==> src/rtl/flash_host_defs.svh <==
// constants for the flash host controller: command codes, addresses, timing
// assumes a 125 MHz system clock and a 1M x16 flash on the far side
`ifndef FLASH_HOST_DEFS_SVH
`define FLASH_HOST_DEFS_SVH

`define UNLOCK_ADDR1     20'h00555
`define UNLOCK_ADDR2     20'h002AA
`define UNLOCK_DATA1     16'h00AA
`define UNLOCK_DATA2     16'h0055
`define CMD_PROGRAM      16'h00A0
`define CMD_ERASE_SETUP  16'h0080
`define CMD_SECTOR_ERASE 16'h0050
`define CMD_BLOCK_ERASE  16'h0030
`define CMD_CHIP_ERASE   16'h0010
`define CMD_ID_ENTRY     16'h0090
`define CMD_CFI_ENTRY    16'h0098
`define CMD_SEC_ENTRY    16'h0088
`define CMD_SEC_PROGRAM  16'h00A5
`define CMD_SEC_LOCK     16'h0085
`define CMD_MODE_EXIT    16'h00F0
`define CFI_SHORT_ADDR   20'h00055
`define CFI_SHORT_DATA   16'h0089
`define SEC_LOCK_DATA    16'h0000
`define SECTOR_LSB       11
`define BLOCK_LSB        15
`define BOOT_TOP_BASE    20'hFE000
`define BOOT_BOT_LAST    20'h01FFF
`define SEC_SPACE_WORDS  136
`define SEC_USER_BASE    8'h08
// strobe low and recovery phases of one bus cycle, ns
`define STROBE_NS        40
`define CLK_NS           8
`define STROBE_CYC       ((`STROBE_NS + `CLK_NS - 1) / `CLK_NS)
`define ID_ADDR_MAKER    20'h00000
`define ID_ADDR_DEVICE   20'h00001

`endif

==> src/rtl/flash_host_pkg.sv <==
// types for the flash host controller
// shared by the controller and the verification side
package flash_host_pkg;
  typedef enum logic [3:0]
  {
    OP_READ        = 4'h0,
    OP_PROGRAM     = 4'h1,
    OP_SECTOR_ERASE= 4'h2,
    OP_BLOCK_ERASE = 4'h3,
    OP_CHIP_ERASE  = 4'h4,
    OP_ID_ENTRY    = 4'h5,
    OP_CFI_ENTRY   = 4'h6,
    OP_CFI_SHORT   = 4'h7,
    OP_SEC_ENTRY   = 4'h8,
    OP_SEC_PROGRAM = 4'h9,
    OP_SEC_LOCK    = 4'hA,
    OP_MODE_EXIT   = 4'hB
  } op_e;

  typedef enum logic [2:0]
  {
    ST_IDLE  = 3'b000,
    ST_SETUP = 3'b001,
    ST_LOW   = 3'b010,
    ST_HIGH  = 3'b011,
    ST_WAIT  = 3'b100,
    ST_DONE  = 3'b101
  } state_e;

  typedef enum logic [1:0]
  {
    MODE_ARRAY = 2'b00,
    MODE_ID    = 2'b01,
    MODE_CFI   = 2'b10,
    MODE_SEC   = 2'b11
  } mode_e;
endpackage

==> src/rtl/flash_host_ctrl.sv <==
// host-side controller that drives a parallel x16 flash through its pins
// assumes flash pins are sampled synchronously to clk; ready_busy_od has a pull-up
`timescale 1ns/1ps
`include "flash_host_defs.svh"

////////////////////////////////////////////////////////////////////////////////
module flash_host_ctrl
  import flash_host_pkg::*;
#(
  parameter int unsigned STROBE = `STROBE_CYC
)
(
  input  wire logic        clk,          // system clock
  input  wire logic        rst_b,        // async reset, active low
  input  wire logic        req,          // start an operation
  input  wire op_e         op,           // operation code
  input  wire logic [19:0] addr,         // word address
  input  wire logic [15:0] wdata,        // write data
  input  wire logic        wp_level,     // level to hold on write protect
  output logic             ack,          // operation finished, one cycle
  output logic             busy,         // controller busy
  output logic [15:0]      rdata,        // read data
  output logic [1:0]       mode,         // mode the flash is believed in
  output logic             refused,      // op refused, one cycle
  output logic [19:0]      fl_addr,      // flash address pins
  output logic             fl_ce_b,      // chip enable
  output logic             fl_oe_b,      // output enable
  output logic             fl_we_b,      // write enable
  output logic             fl_wp_b,      // write protect
  output logic             fl_rst_b,     // flash hardware reset
  input  wire logic [15:0] fl_dq_i,      // data from flash
  output logic [15:0]      fl_dq_o,      // data to flash
  output logic             fl_dq_oe,     // host drives data bus
  input  wire logic        ready_busy_od // open-drain busy, low while busy
);

  ////////////////////////////////////////////////////////////////////////////
  // sequence tables
  localparam int unsigned CW = 8;
  state_e       st_q;
  op_e          op_q;
  logic [19:0]  addr_q;
  logic [15:0]  data_q;
  logic [2:0]   idx_q;
  logic [CW-1:0] cnt_q;
  mode_e        mode_q;
  logic         tog_q;
  logic         tog_seen_q;

  function automatic logic [2:0] seq_len(input op_e o);
    case (o)
      OP_READ:         seq_len = 3'd0;
      OP_CFI_SHORT:    seq_len = 3'd1;
      OP_MODE_EXIT:    seq_len = 3'd1;
      OP_ID_ENTRY, OP_CFI_ENTRY, OP_SEC_ENTRY: seq_len = 3'd3;
      OP_PROGRAM, OP_SEC_PROGRAM, OP_SEC_LOCK:  seq_len = 3'd4;
      default:         seq_len = 3'd6;
    endcase
  endfunction

  function automatic logic [35:0] seq_word(input op_e o, input logic [2:0] i,
                                           input logic [19:0] a,
                                           input logic [15:0] d);
    logic [15:0] c;
    c = `CMD_ERASE_SETUP;
    case (o)
      OP_PROGRAM:     c = `CMD_PROGRAM;
      OP_ID_ENTRY:    c = `CMD_ID_ENTRY;
      OP_CFI_ENTRY:   c = `CMD_CFI_ENTRY;
      OP_SEC_ENTRY:   c = `CMD_SEC_ENTRY;
      OP_SEC_PROGRAM: c = `CMD_SEC_PROGRAM;
      OP_SEC_LOCK:    c = `CMD_SEC_LOCK;
      default:        c = `CMD_ERASE_SETUP;
    endcase
    if (o == OP_CFI_SHORT)
      seq_word = {`CFI_SHORT_ADDR, `CFI_SHORT_DATA};
    else if (o == OP_MODE_EXIT)
      seq_word = {`UNLOCK_ADDR1, `CMD_MODE_EXIT};
    else
      case (i)
        3'd0, 3'd3: seq_word = (i == 3'd3 && seq_len(o) == 3'd4) ?
                               {a, (o == OP_SEC_LOCK) ? `SEC_LOCK_DATA : d} :
                               {`UNLOCK_ADDR1, `UNLOCK_DATA1};
        3'd1, 3'd4: seq_word = {`UNLOCK_ADDR2, `UNLOCK_DATA2};
        3'd2:       seq_word = {`UNLOCK_ADDR1, c};
        default:
        case (o)
          OP_SECTOR_ERASE: seq_word = {a[19:`SECTOR_LSB], `SECTOR_LSB'(0),
                                       `CMD_SECTOR_ERASE};
          OP_BLOCK_ERASE:  seq_word = {a[19:`BLOCK_LSB], `BLOCK_LSB'(0),
                                       `CMD_BLOCK_ERASE};
          default:         seq_word = {`UNLOCK_ADDR1, `CMD_CHIP_ERASE};
        endcase
      endcase
  endfunction

  function automatic logic writes_array(input op_e o);
    writes_array = (o == OP_PROGRAM) || (o == OP_SECTOR_ERASE) ||
                   (o == OP_BLOCK_ERASE) || (o == OP_CHIP_ERASE) ||
                   (o == OP_SEC_PROGRAM) || (o == OP_SEC_LOCK);
  endfunction

  ////////////////////////////////////////////////////////////////////////////
  // main sequencer
  logic [35:0] cur;
  logic        ok_mode;
  assign cur = seq_word(op_q, idx_q, addr_q, data_q);
  // mode entry only from array read; exit only from a mode; read and sec program/lock anywhere; other writes only from array read
  assign ok_mode = (op == OP_MODE_EXIT) ? (mode_q != MODE_ARRAY) :
                   (op == OP_ID_ENTRY || op == OP_CFI_ENTRY ||
                    op == OP_CFI_SHORT || op == OP_SEC_ENTRY) ?
                   (mode_q == MODE_ARRAY) :
                   (op == OP_READ) || (op == OP_SEC_PROGRAM) ||
                   (op == OP_SEC_LOCK) || (mode_q == MODE_ARRAY);

  always_ff @(posedge clk or negedge rst_b)
  begin
    if (!rst_b)
    begin
      st_q    <= ST_IDLE;
      op_q    <= OP_READ;
      addr_q  <= 20'h00000;
      data_q  <= 16'h0000;
      idx_q   <= 3'd0;
      cnt_q   <= '0;
      ack     <= 1'b0;
      refused <= 1'b0;
      rdata   <= 16'h0000;
    end
    else
    begin
      ack     <= 1'b0;
      refused <= 1'b0;
      case (st_q)
        ST_IDLE:
          if (req)
          begin
            if (!ok_mode || ready_busy_od == 1'b0)
              refused <= 1'b1;
            else
            begin
              op_q   <= op;
              addr_q <= addr;
              data_q <= wdata;
              idx_q  <= 3'd0;
              cnt_q  <= CW'(STROBE);
              st_q   <= ST_SETUP;
            end
          end
        ST_SETUP:
          st_q <= ST_LOW;
        ST_LOW:
          if (cnt_q == CW'(1))
          begin
            if (op_q == OP_READ)
              rdata <= fl_dq_i;
            cnt_q <= CW'(STROBE);
            st_q  <= ST_HIGH;
          end
          else
            cnt_q <= cnt_q - CW'(1);
        ST_HIGH:
          if (cnt_q == CW'(1))
          begin
            if (op_q != OP_READ && idx_q + 3'd1 < seq_len(op_q))
            begin
              idx_q <= idx_q + 3'd1;
              cnt_q <= CW'(STROBE);
              st_q  <= ST_SETUP;
            end
            else
              st_q <= writes_array(op_q) ? ST_WAIT : ST_DONE;
          end
          else
            cnt_q <= cnt_q - CW'(1);
        ST_WAIT:
          if (ready_busy_od)
            st_q <= ST_DONE;
        ST_DONE:
        begin
          ack  <= 1'b1;
          st_q <= ST_IDLE;
        end
        default:
          st_q <= ST_IDLE;
      endcase
    end
  end

  ////////////////////////////////////////////////////////////////////////////
  // believed flash mode; reset of the flash returns it to array read
  always_ff @(posedge clk or negedge rst_b)
  begin
    if (!rst_b)
      mode_q <= MODE_ARRAY;
    else if (st_q == ST_DONE)
      case (op_q)
        OP_ID_ENTRY:                 mode_q <= MODE_ID;
        OP_CFI_ENTRY, OP_CFI_SHORT:  mode_q <= MODE_CFI;
        OP_SEC_ENTRY:                mode_q <= MODE_SEC;
        OP_MODE_EXIT:                mode_q <= MODE_ARRAY;
        default:                     mode_q <= mode_q;
      endcase
  end

  // toggle bit watch: a second read differing in bit 6 means still busy
  always_ff @(posedge clk or negedge rst_b)
  begin
    if (!rst_b)
    begin
      tog_q      <= 1'b0;
      tog_seen_q <= 1'b0;
    end
    else if (st_q == ST_LOW && cnt_q == CW'(1) && op_q == OP_READ)
    begin
      tog_q      <= fl_dq_i[6];
      tog_seen_q <= tog_q ^ fl_dq_i[6];
    end
  end

  ////////////////////////////////////////////////////////////////////////////
  // pins; upper data bits driven with the command word, never floating
  assign fl_addr  = (op_q == OP_READ) ? addr_q : cur[35:16];
  assign fl_ce_b  = !(st_q == ST_SETUP || st_q == ST_LOW);
  assign fl_oe_b  = !(op_q == OP_READ && st_q == ST_LOW);
  assign fl_we_b  = !(op_q != OP_READ && st_q == ST_LOW);
  assign fl_dq_o  = cur[15:0];
  assign fl_dq_oe = (op_q != OP_READ) && (st_q == ST_SETUP || st_q == ST_LOW ||
                                          st_q == ST_HIGH);
  assign fl_wp_b  = wp_level;
  assign fl_rst_b = rst_b;
  assign busy     = (st_q != ST_IDLE);
  assign mode     = mode_q;

  ////////////////////////////////////////////////////////////////////////////
  property p_we_oe_excl;
    @(posedge clk) disable iff (!rst_b) !(fl_we_b == 1'b0 && fl_oe_b == 1'b0);
  endproperty
  a_we_oe_excl: assert property (p_we_oe_excl) else $error("we and oe both low");

  property p_drive_while_we;
    @(posedge clk) disable iff (!rst_b) !fl_we_b |-> fl_dq_oe;
  endproperty
  a_drive_while_we: assert property (p_drive_while_we) else $error("data undriven");

  property p_unlock_first;
    @(posedge clk) disable iff (!rst_b)
      ($fell(fl_we_b) && idx_q == 3'd0 && op_q == OP_PROGRAM) |->
      (fl_dq_o == `UNLOCK_DATA1 && fl_addr == `UNLOCK_ADDR1);
  endproperty
  a_unlock_first: assert property (p_unlock_first) else $error("no unlock");

  property p_erase_last;
    @(posedge clk) disable iff (!rst_b)
      ($fell(fl_we_b) && idx_q == 3'd5) |-> fl_dq_o[7:0] inside {8'h50, 8'h30, 8'h10};
  endproperty
  a_erase_last: assert property (p_erase_last) else $error("bad erase code");

  property p_refuse_busy;
    @(posedge clk) disable iff (!rst_b)
      (st_q == ST_IDLE && req && !ready_busy_od) |=> refused && st_q == ST_IDLE;
  endproperty
  a_refuse_busy: assert property (p_refuse_busy) else $error("busy not refused");

  property p_wait_busy;
    @(posedge clk) disable iff (!rst_b)
      (st_q == ST_WAIT && !ready_busy_od) |=> st_q == ST_WAIT;
  endproperty
  a_wait_busy: assert property (p_wait_busy) else $error("left wait early");

  property p_mode_entry;
    @(posedge clk) disable iff (!rst_b)
      (mode_q != MODE_ARRAY && $changed(mode_q)) |-> $past(mode_q) == MODE_ARRAY;
  endproperty
  a_mode_entry: assert property (p_mode_entry) else $error("mode hop");

  property p_sector_addr;
    @(posedge clk) disable iff (!rst_b)
      ($fell(fl_we_b) && idx_q == 3'd5 && op_q == OP_SECTOR_ERASE) |->
      fl_addr[10:0] == 11'h000 && fl_addr[19:11] == addr_q[19:11];
  endproperty
  a_sector_addr: assert property (p_sector_addr) else $error("bad sector addr");

endmodule

==> config.mk <==
export PLATFORM = sky130hd
export DESIGN_NAME = flash_host_ctrl
export DESIGN_NICKNAME = d
export VERILOG_FILES = /design/src/rtl/flash_host_pkg.sv /design/src/rtl/flash_host_ctrl.sv
export VERILOG_INCLUDE_DIRS = /design/src /design/src/rtl
export SDC_FILE = /design/constraint.sdc
export NUM_CORES = 1
export LEC_CHECK = 0
export ABC_AREA = 0
export BUFFER_PORTS_ARGS = -buffer_cell sky130_fd_sc_hd__buf_2
export CAP_MARGIN = 25
export CORE_UTILIZATION = 55
export CTS_BUF_LIST = sky130_fd_sc_hd__clkbuf_16
export DETAILED_ROUTE_END_ITERATION = 6
export GPL_TIMING_DRIVEN = 1
export PLACE_DENSITY = 0.84
export SLEW_MARGIN = 20
export SYNTH_ARGS = -nofsm -noshare
export SYNTH_HDL_FRONTEND = slang
export SYNTH_SLANG_ARGS = --single-unit
==> constraint.sdc <==
create_clock -name clk -period 4.6 [get_ports clk]
set_input_delay 0.69 -clock clk [delete_from_list [all_inputs] [get_ports clk]]
set_output_delay 0.69 -clock clk [all_outputs]
set_load 0.03 [all_outputs]
* Word-level counts from Yosys, hierarchy flattened *
Memory sizes are Yosys's and may differ from the RTL's.
Cells that the tools add are included.

cells by class
  $add $sub $neg = 2
  magnitude comparators = 1
  eq/ne operators = 36
  mux-type cells = 39
  bitwise logic cells = 2
  reductions and logical operators = 43

operator list
  operator               number
  $mux W36               3
  $pmux W36 S3           1
  $pmux W36 S2           1
  $mux W3                15
  $mux W8                5
  $pmux W6 S6            1
  $eq A4 B4 Y1 const B   8
  $eq A4 B3 Y1 const B   7
  $pmux W8 S3            1
  $mux W20               1
  $mux W16               1
  $pmux W3 S5            1
  $logic_or A1 B1 Y1     14
  $eq A3 B2 Y1 const B   4
  $eq A3 B3 Y1 const B   4
  $ne A2 B2 Y1 const B   5
  $reduce_and A5 Y1      2
  $eq A4 B2 Y1 const B   2
  $eq A8 B1 Y1 const B   1
  $logic_not A4 Y1       2
  $pmux W2 S4            1
  $reduce_bool A4 Y1     2
  $sub A8 B1 Y8 const B  1
  $mux W1                7
  other kinds (18)       33

storage, ports and cells
  bits in registers = 74
  bits in read-only memories = 96
  output and inout bits = 63
  word-level logic and storage cells = 135
  memories kept = 2

memory list
  name             words  bits a word  read ports  clocked after Yosys merged registers in  wr ports  RTL line               RTL
  (no name shown)  16     3            1           0                                        0         flash_host_ctrl.sv:51  case (o)
  (no name shown)  16     3            1           0                                        0         flash_host_ctrl.sv:51

* Longest topological paths before layout *
  depth in word-level cells = 12
  depth in mapped cells = 11
  depth with buffers taken out = 10

* Least setup slack after synthesis *
Ideal clock, no wire load.

  path kind = flip-flop to output port
  start = register op_q[1]
  end = output port fl_dq_o[1]
  arrival time = 2.424 ns
  required time = 3.910 ns
  path slack = 1.486 ns
  stages on the path, launching flop included = 8
  cells stage by stage = dfrtp_1 inv_1 ha_1 or3b_1 o211a_1 and4_1 buf_2 a221oi_1

on the way
  word-level cells in the longest chain between the ends = 10

RTL lines
  item                    RTL line                RTL
  start, declared         flash_host_ctrl.sv:41   op_e op_q;
  start signal, assigned  flash_host_ctrl.sv:142  op_q <= op;
  $mem_v2 Z16 W3          n/a
  $mux W3                 flash_host_ctrl.sv:80   case (i)
  $mux W3                 flash_host_ctrl.sv:77   else if (o == OP_MODE_EXIT)
  $mux W3                 flash_host_ctrl.sv:75   if (o == OP_CFI_SHORT)
  $eq A3 B3 Y1            flash_host_ctrl.sv:81   3'd0, 3'd3: seq_word = (i == 3'd3 && seq_len(o) == 3'd4) ?
  $logic_and A1 B1 Y1     flash_host_ctrl.sv:81
  $mux W36                flash_host_ctrl.sv:81
  $pmux W36 S3            flash_host_ctrl.sv:80
  $mux W36                flash_host_ctrl.sv:77
  $mux W36 (*)            flash_host_ctrl.sv:75
  end, declared           flash_host_ctrl.sv:32   output logic [15:0] fl_dq_o,

Mark *: on every way between the ends. The rest lies on a longest branch, timed or not. The select of a mux whose other input is x is not followed.

* Worst setup path in the final report *
  start = register op_q[1]
  end = output port fl_addr[0]

on the way
  word-level cells in the longest chain between the ends = 11

RTL lines
  item                 RTL line                RTL
  $mem_v2 Z16 W3       n/a
  $mux W3              flash_host_ctrl.sv:80
  $mux W3              flash_host_ctrl.sv:77
  $mux W3              flash_host_ctrl.sv:75
  $eq A3 B3 Y1         flash_host_ctrl.sv:81
  $logic_and A1 B1 Y1  flash_host_ctrl.sv:81
  $mux W36             flash_host_ctrl.sv:81
  $pmux W36 S3         flash_host_ctrl.sv:80
  $mux W36             flash_host_ctrl.sv:77
  $mux W36             flash_host_ctrl.sv:75
  $mux W20 (*)         flash_host_ctrl.sv:223  assign fl_addr = (op_q == OP_READ) ? addr_q : cur[35:16];
  end, declared        flash_host_ctrl.sv:25   output logic [19:0] fl_addr,

Marks and branches as above.

==> metrics.txt <==
post-synth cell types 58; Post-synth EDFFs 0; Rel. slew slack 44.7%; endpoints failing setup 0; Overflow after GRT 0; Least-Margin Pin Slew 0.826 ns; Post-DP Area 0.00480 mm^2; Synth top area share 44.7%; most frequent cell after synthesis dfrtp_1; DR pass1 iterations 5; Final Critical Period 3.44 ns; largest net degree at the start of global routing 53; number of I/O pins 124; Worst Slack Setup Final 1.16 ns; die outline height 88.8 um; clk sinks 74; # resized after CTS 0; synthesized instance count 408; fin area 0.00509 mm^2; Die X 88.8 um; GR Util All Layers 23.5%; Std-Cell Rows 31; Synth Area per Inst 10.2 um^2; YS warnings 0; Setup Slack @ Placement 1.56 ns; min-delay worst type in -> async; total nets after synthesis 483; Clock Power Share 47.9%; status finished, final reports clean; Fmax 0.291 GHz; Slowest-stage cell, CP or3b_1; area delta synth->final 22.9%; RSZ-0062 raised after global routing false; critical path startpoint category flop; CP Cell Sequence inv_1 > ha_1 > or3b_1 > o211a_1 > and4_1 > a31oi_1 > o21a_1 > buf_2; Routability Congestion 0.933; slowest stage delay, CP 0.42 ns; maxcap violations 0; HPWL after DPL 6.72 mm; Max Root-Sink Buffers 2; Synth Register Bits 74; WL/cell 14.4 um; vias in the first global route 3242; routed wire length 9.01 mm; vias per inst 5.53; crit share post-route 74.7%; first-pass GRT wire length 14.3 mm; worst skew pair latency 0.33 ns; Slew Limit Fails 0; Top FF cell, synth dfrtp_1; Nets 597; switching pwr 308 uW; Clock Pin Slew Worst Setup and Hold Paths 0.05 ns; Setup Skew 0.00614 ns; DR DRC count 0; Crit Path Category reg -> out; core area 0.00725 mm^2; # hold bufs at CTS 0; share of layout cells above drive strength 1 37.0%; cell accounting for the most synthesized area dfrtp_1; Post-CTS Repair Setup Buffers 0; sequential share of the synthesized area 44.7%; sw frac 21.7%; Post-Syn Area 0.00414 mm^2; top cells by area, synth dfrtp_1 (45%), mux2_2 (11%), ha_1 (4.2%), o21ai_0 (3.9%), mux2_4 (3.6%); Max VDD drop 0.185 mV; CP Capture Type output port; Pint 1110 uW; remaining antenna violation count after routing 0; DRT iter0 DRCs 155; final setup TNS 0 ns; clock root buffer clkbuf_16; share of total power in combinational logic 5.4%; power density over the cells 278 mW/mm^2; Crit Path Max Fanout 8; cts bufs inserted 9; Hold Vio Cnt, Final 0; Commonest cells post-synth dfrtp_1 (74), nand2_1 (40), mux2_2 (39); Power, Total 1420 uW; hold_ws 0.377 ns; H-tree depth 3; ys async rst share 100%; Seq pwr share 46.7%; vias 3464; CTS tree yes; die area 0.00789 mm^2; Antenna diodes 0; r2r startpoint op_q[1]; Leak 0.00266 uW; IO Port Bufs 121; starting density of the core 57.1%; Worst Setup SP op_q[1]; critical path arrival 2.75 ns; Worst EP required 3.91 ns; initial antenna violation count 0
cells in the final DEF, fill, tap and decap left out, types with 2 or more instances in the layout:
| master | count |
|---|---|
| o2bb2ai_1 | 2 |
| and3b_1 | 2 |
| clkinv_2 | 2 |
| xor2_1 | 2 |
| and2_1 | 19 |
| a21o_1 | 5 |
| dfrtp_1 | 74 |
| a31oi_1 | 4 |
| o31a_1 | 3 |
| nand2_1 | 40 |
| o21bai_1 | 2 |
| o21a_1 | 4 |
| o21ai_0 | 32 |
| clkbuf_16 | 9 |
| a22o_1 | 2 |
| a21oi_1 | 16 |
| nor4_1 | 2 |
| nor3_1 | 9 |
| nor2b_1 | 8 |
| a211oi_1 | 3 |
| nor2_1 | 21 |
| mux2_4 | 10 |
| inv_1 | 23 |
| mux2_2 | 39 |
| ha_1 | 14 |
| nand4_1 | 2 |
| and3_1 | 2 |
| o31ai_1 | 6 |
| o22ai_1 | 5 |
| buf_2 | 121 |
| buf_4 | 3 |
| o211ai_1 | 2 |
| nand2b_1 | 10 |
critical path, delay by kind of cell, from the launching register on:
family                   cells  cell delay, ns
buffers and inverters        2            0.32
AND/OR/NAND/NOR              2            0.71
flip-flops                   1            0.41
AO/OA/AOI/OAI                3            0.74
adder cells (fa/ha/maj)      1            0.24
per-stage QoR:
| stage | utilization, % | cells |
|---|---|---|
| floorplan | - | 408 |
| global placement | 66.2 | 610 |
| detailed placement | 66.2 | 610 |
| CTS | 70.2 | 626 |
| global route | 70.2 | 626 |
| finish | 70.2 | 626 |
final timing paths:
check | end | slack [ns] | depth (start not counted)
setup / recovery | fl_addr[0] | 1.16 | 8
hold / removal | addr_q[3] | 0.38 | 2
setup reg to reg | cnt_q[2] | 1.75 | 9
hold reg to reg | mode[0] | 0.50 | 2
max in group asynchronous | addr_q[10] | 3.35 | 3
min in group clk | mode[0] | 0.50 | 2
per-layer routing:
layer | global-route usage (%) | up-vias | share of wire (%)
li1 | - | 1679 | -
met1 | 28.8 | 1611 | 42
met2 | 41.5 | 156 | 49
met3 | 4.38 | 18 | 7.8
met4 | 8.06 | 0 | 1.4
met5 | 0 | - | 0
state kept, by name (all words and copies together) (netlist names):
| register | count |
|---|---|
| refused | 1 |
| idx_q | 3 |
| mode | 2 |
| cnt_q | 8 |
| st_q | 3 |
| ack | 1 |
| data_q | 16 |
| addr_q | 20 |
| op_q | 4 |
| rdata | 16 |
final cells by class:
class | count | area, um^2
fill | 555 | 2160
multi-input combinational | 291 | 2110
sequential | 74 | 1850
timing repair buffer | 124 | 628
clock buffer | 9 | 225
tap | 99 | 124
inverter | 22 | 82.6
clock inverter | 7 | 68.8
power groups by stage:
stage / logic [uW] / registers, uW / clock network (uW)
CTS: 77.8 / 662 / 692
floorplan: 15.4 / 688 / 0
detailed placement: 77.5 / 673 / 0
global route: 83.9 / 663 / 722
global placement: 75.9 / 673 / 0
finish: 76.0 / 662 / 680
kinds of logic after synthesis:
family | count (synthesis) | share of synthesized area [%]
AND/OR/NAND/NOR | 125 | 15.9
AO/OA/AOI/OAI | 100 | 15.8
flip-flops | 74 | 44.7
multiplexers | 50 | 14.5
buffers and inverters | 43 | 4.50
adder cells (fa/ha/maj) | 14 | 4.23
XOR/XNOR | 2 | 0.423
Note: power is estimated with default switching activity, not from simulation.
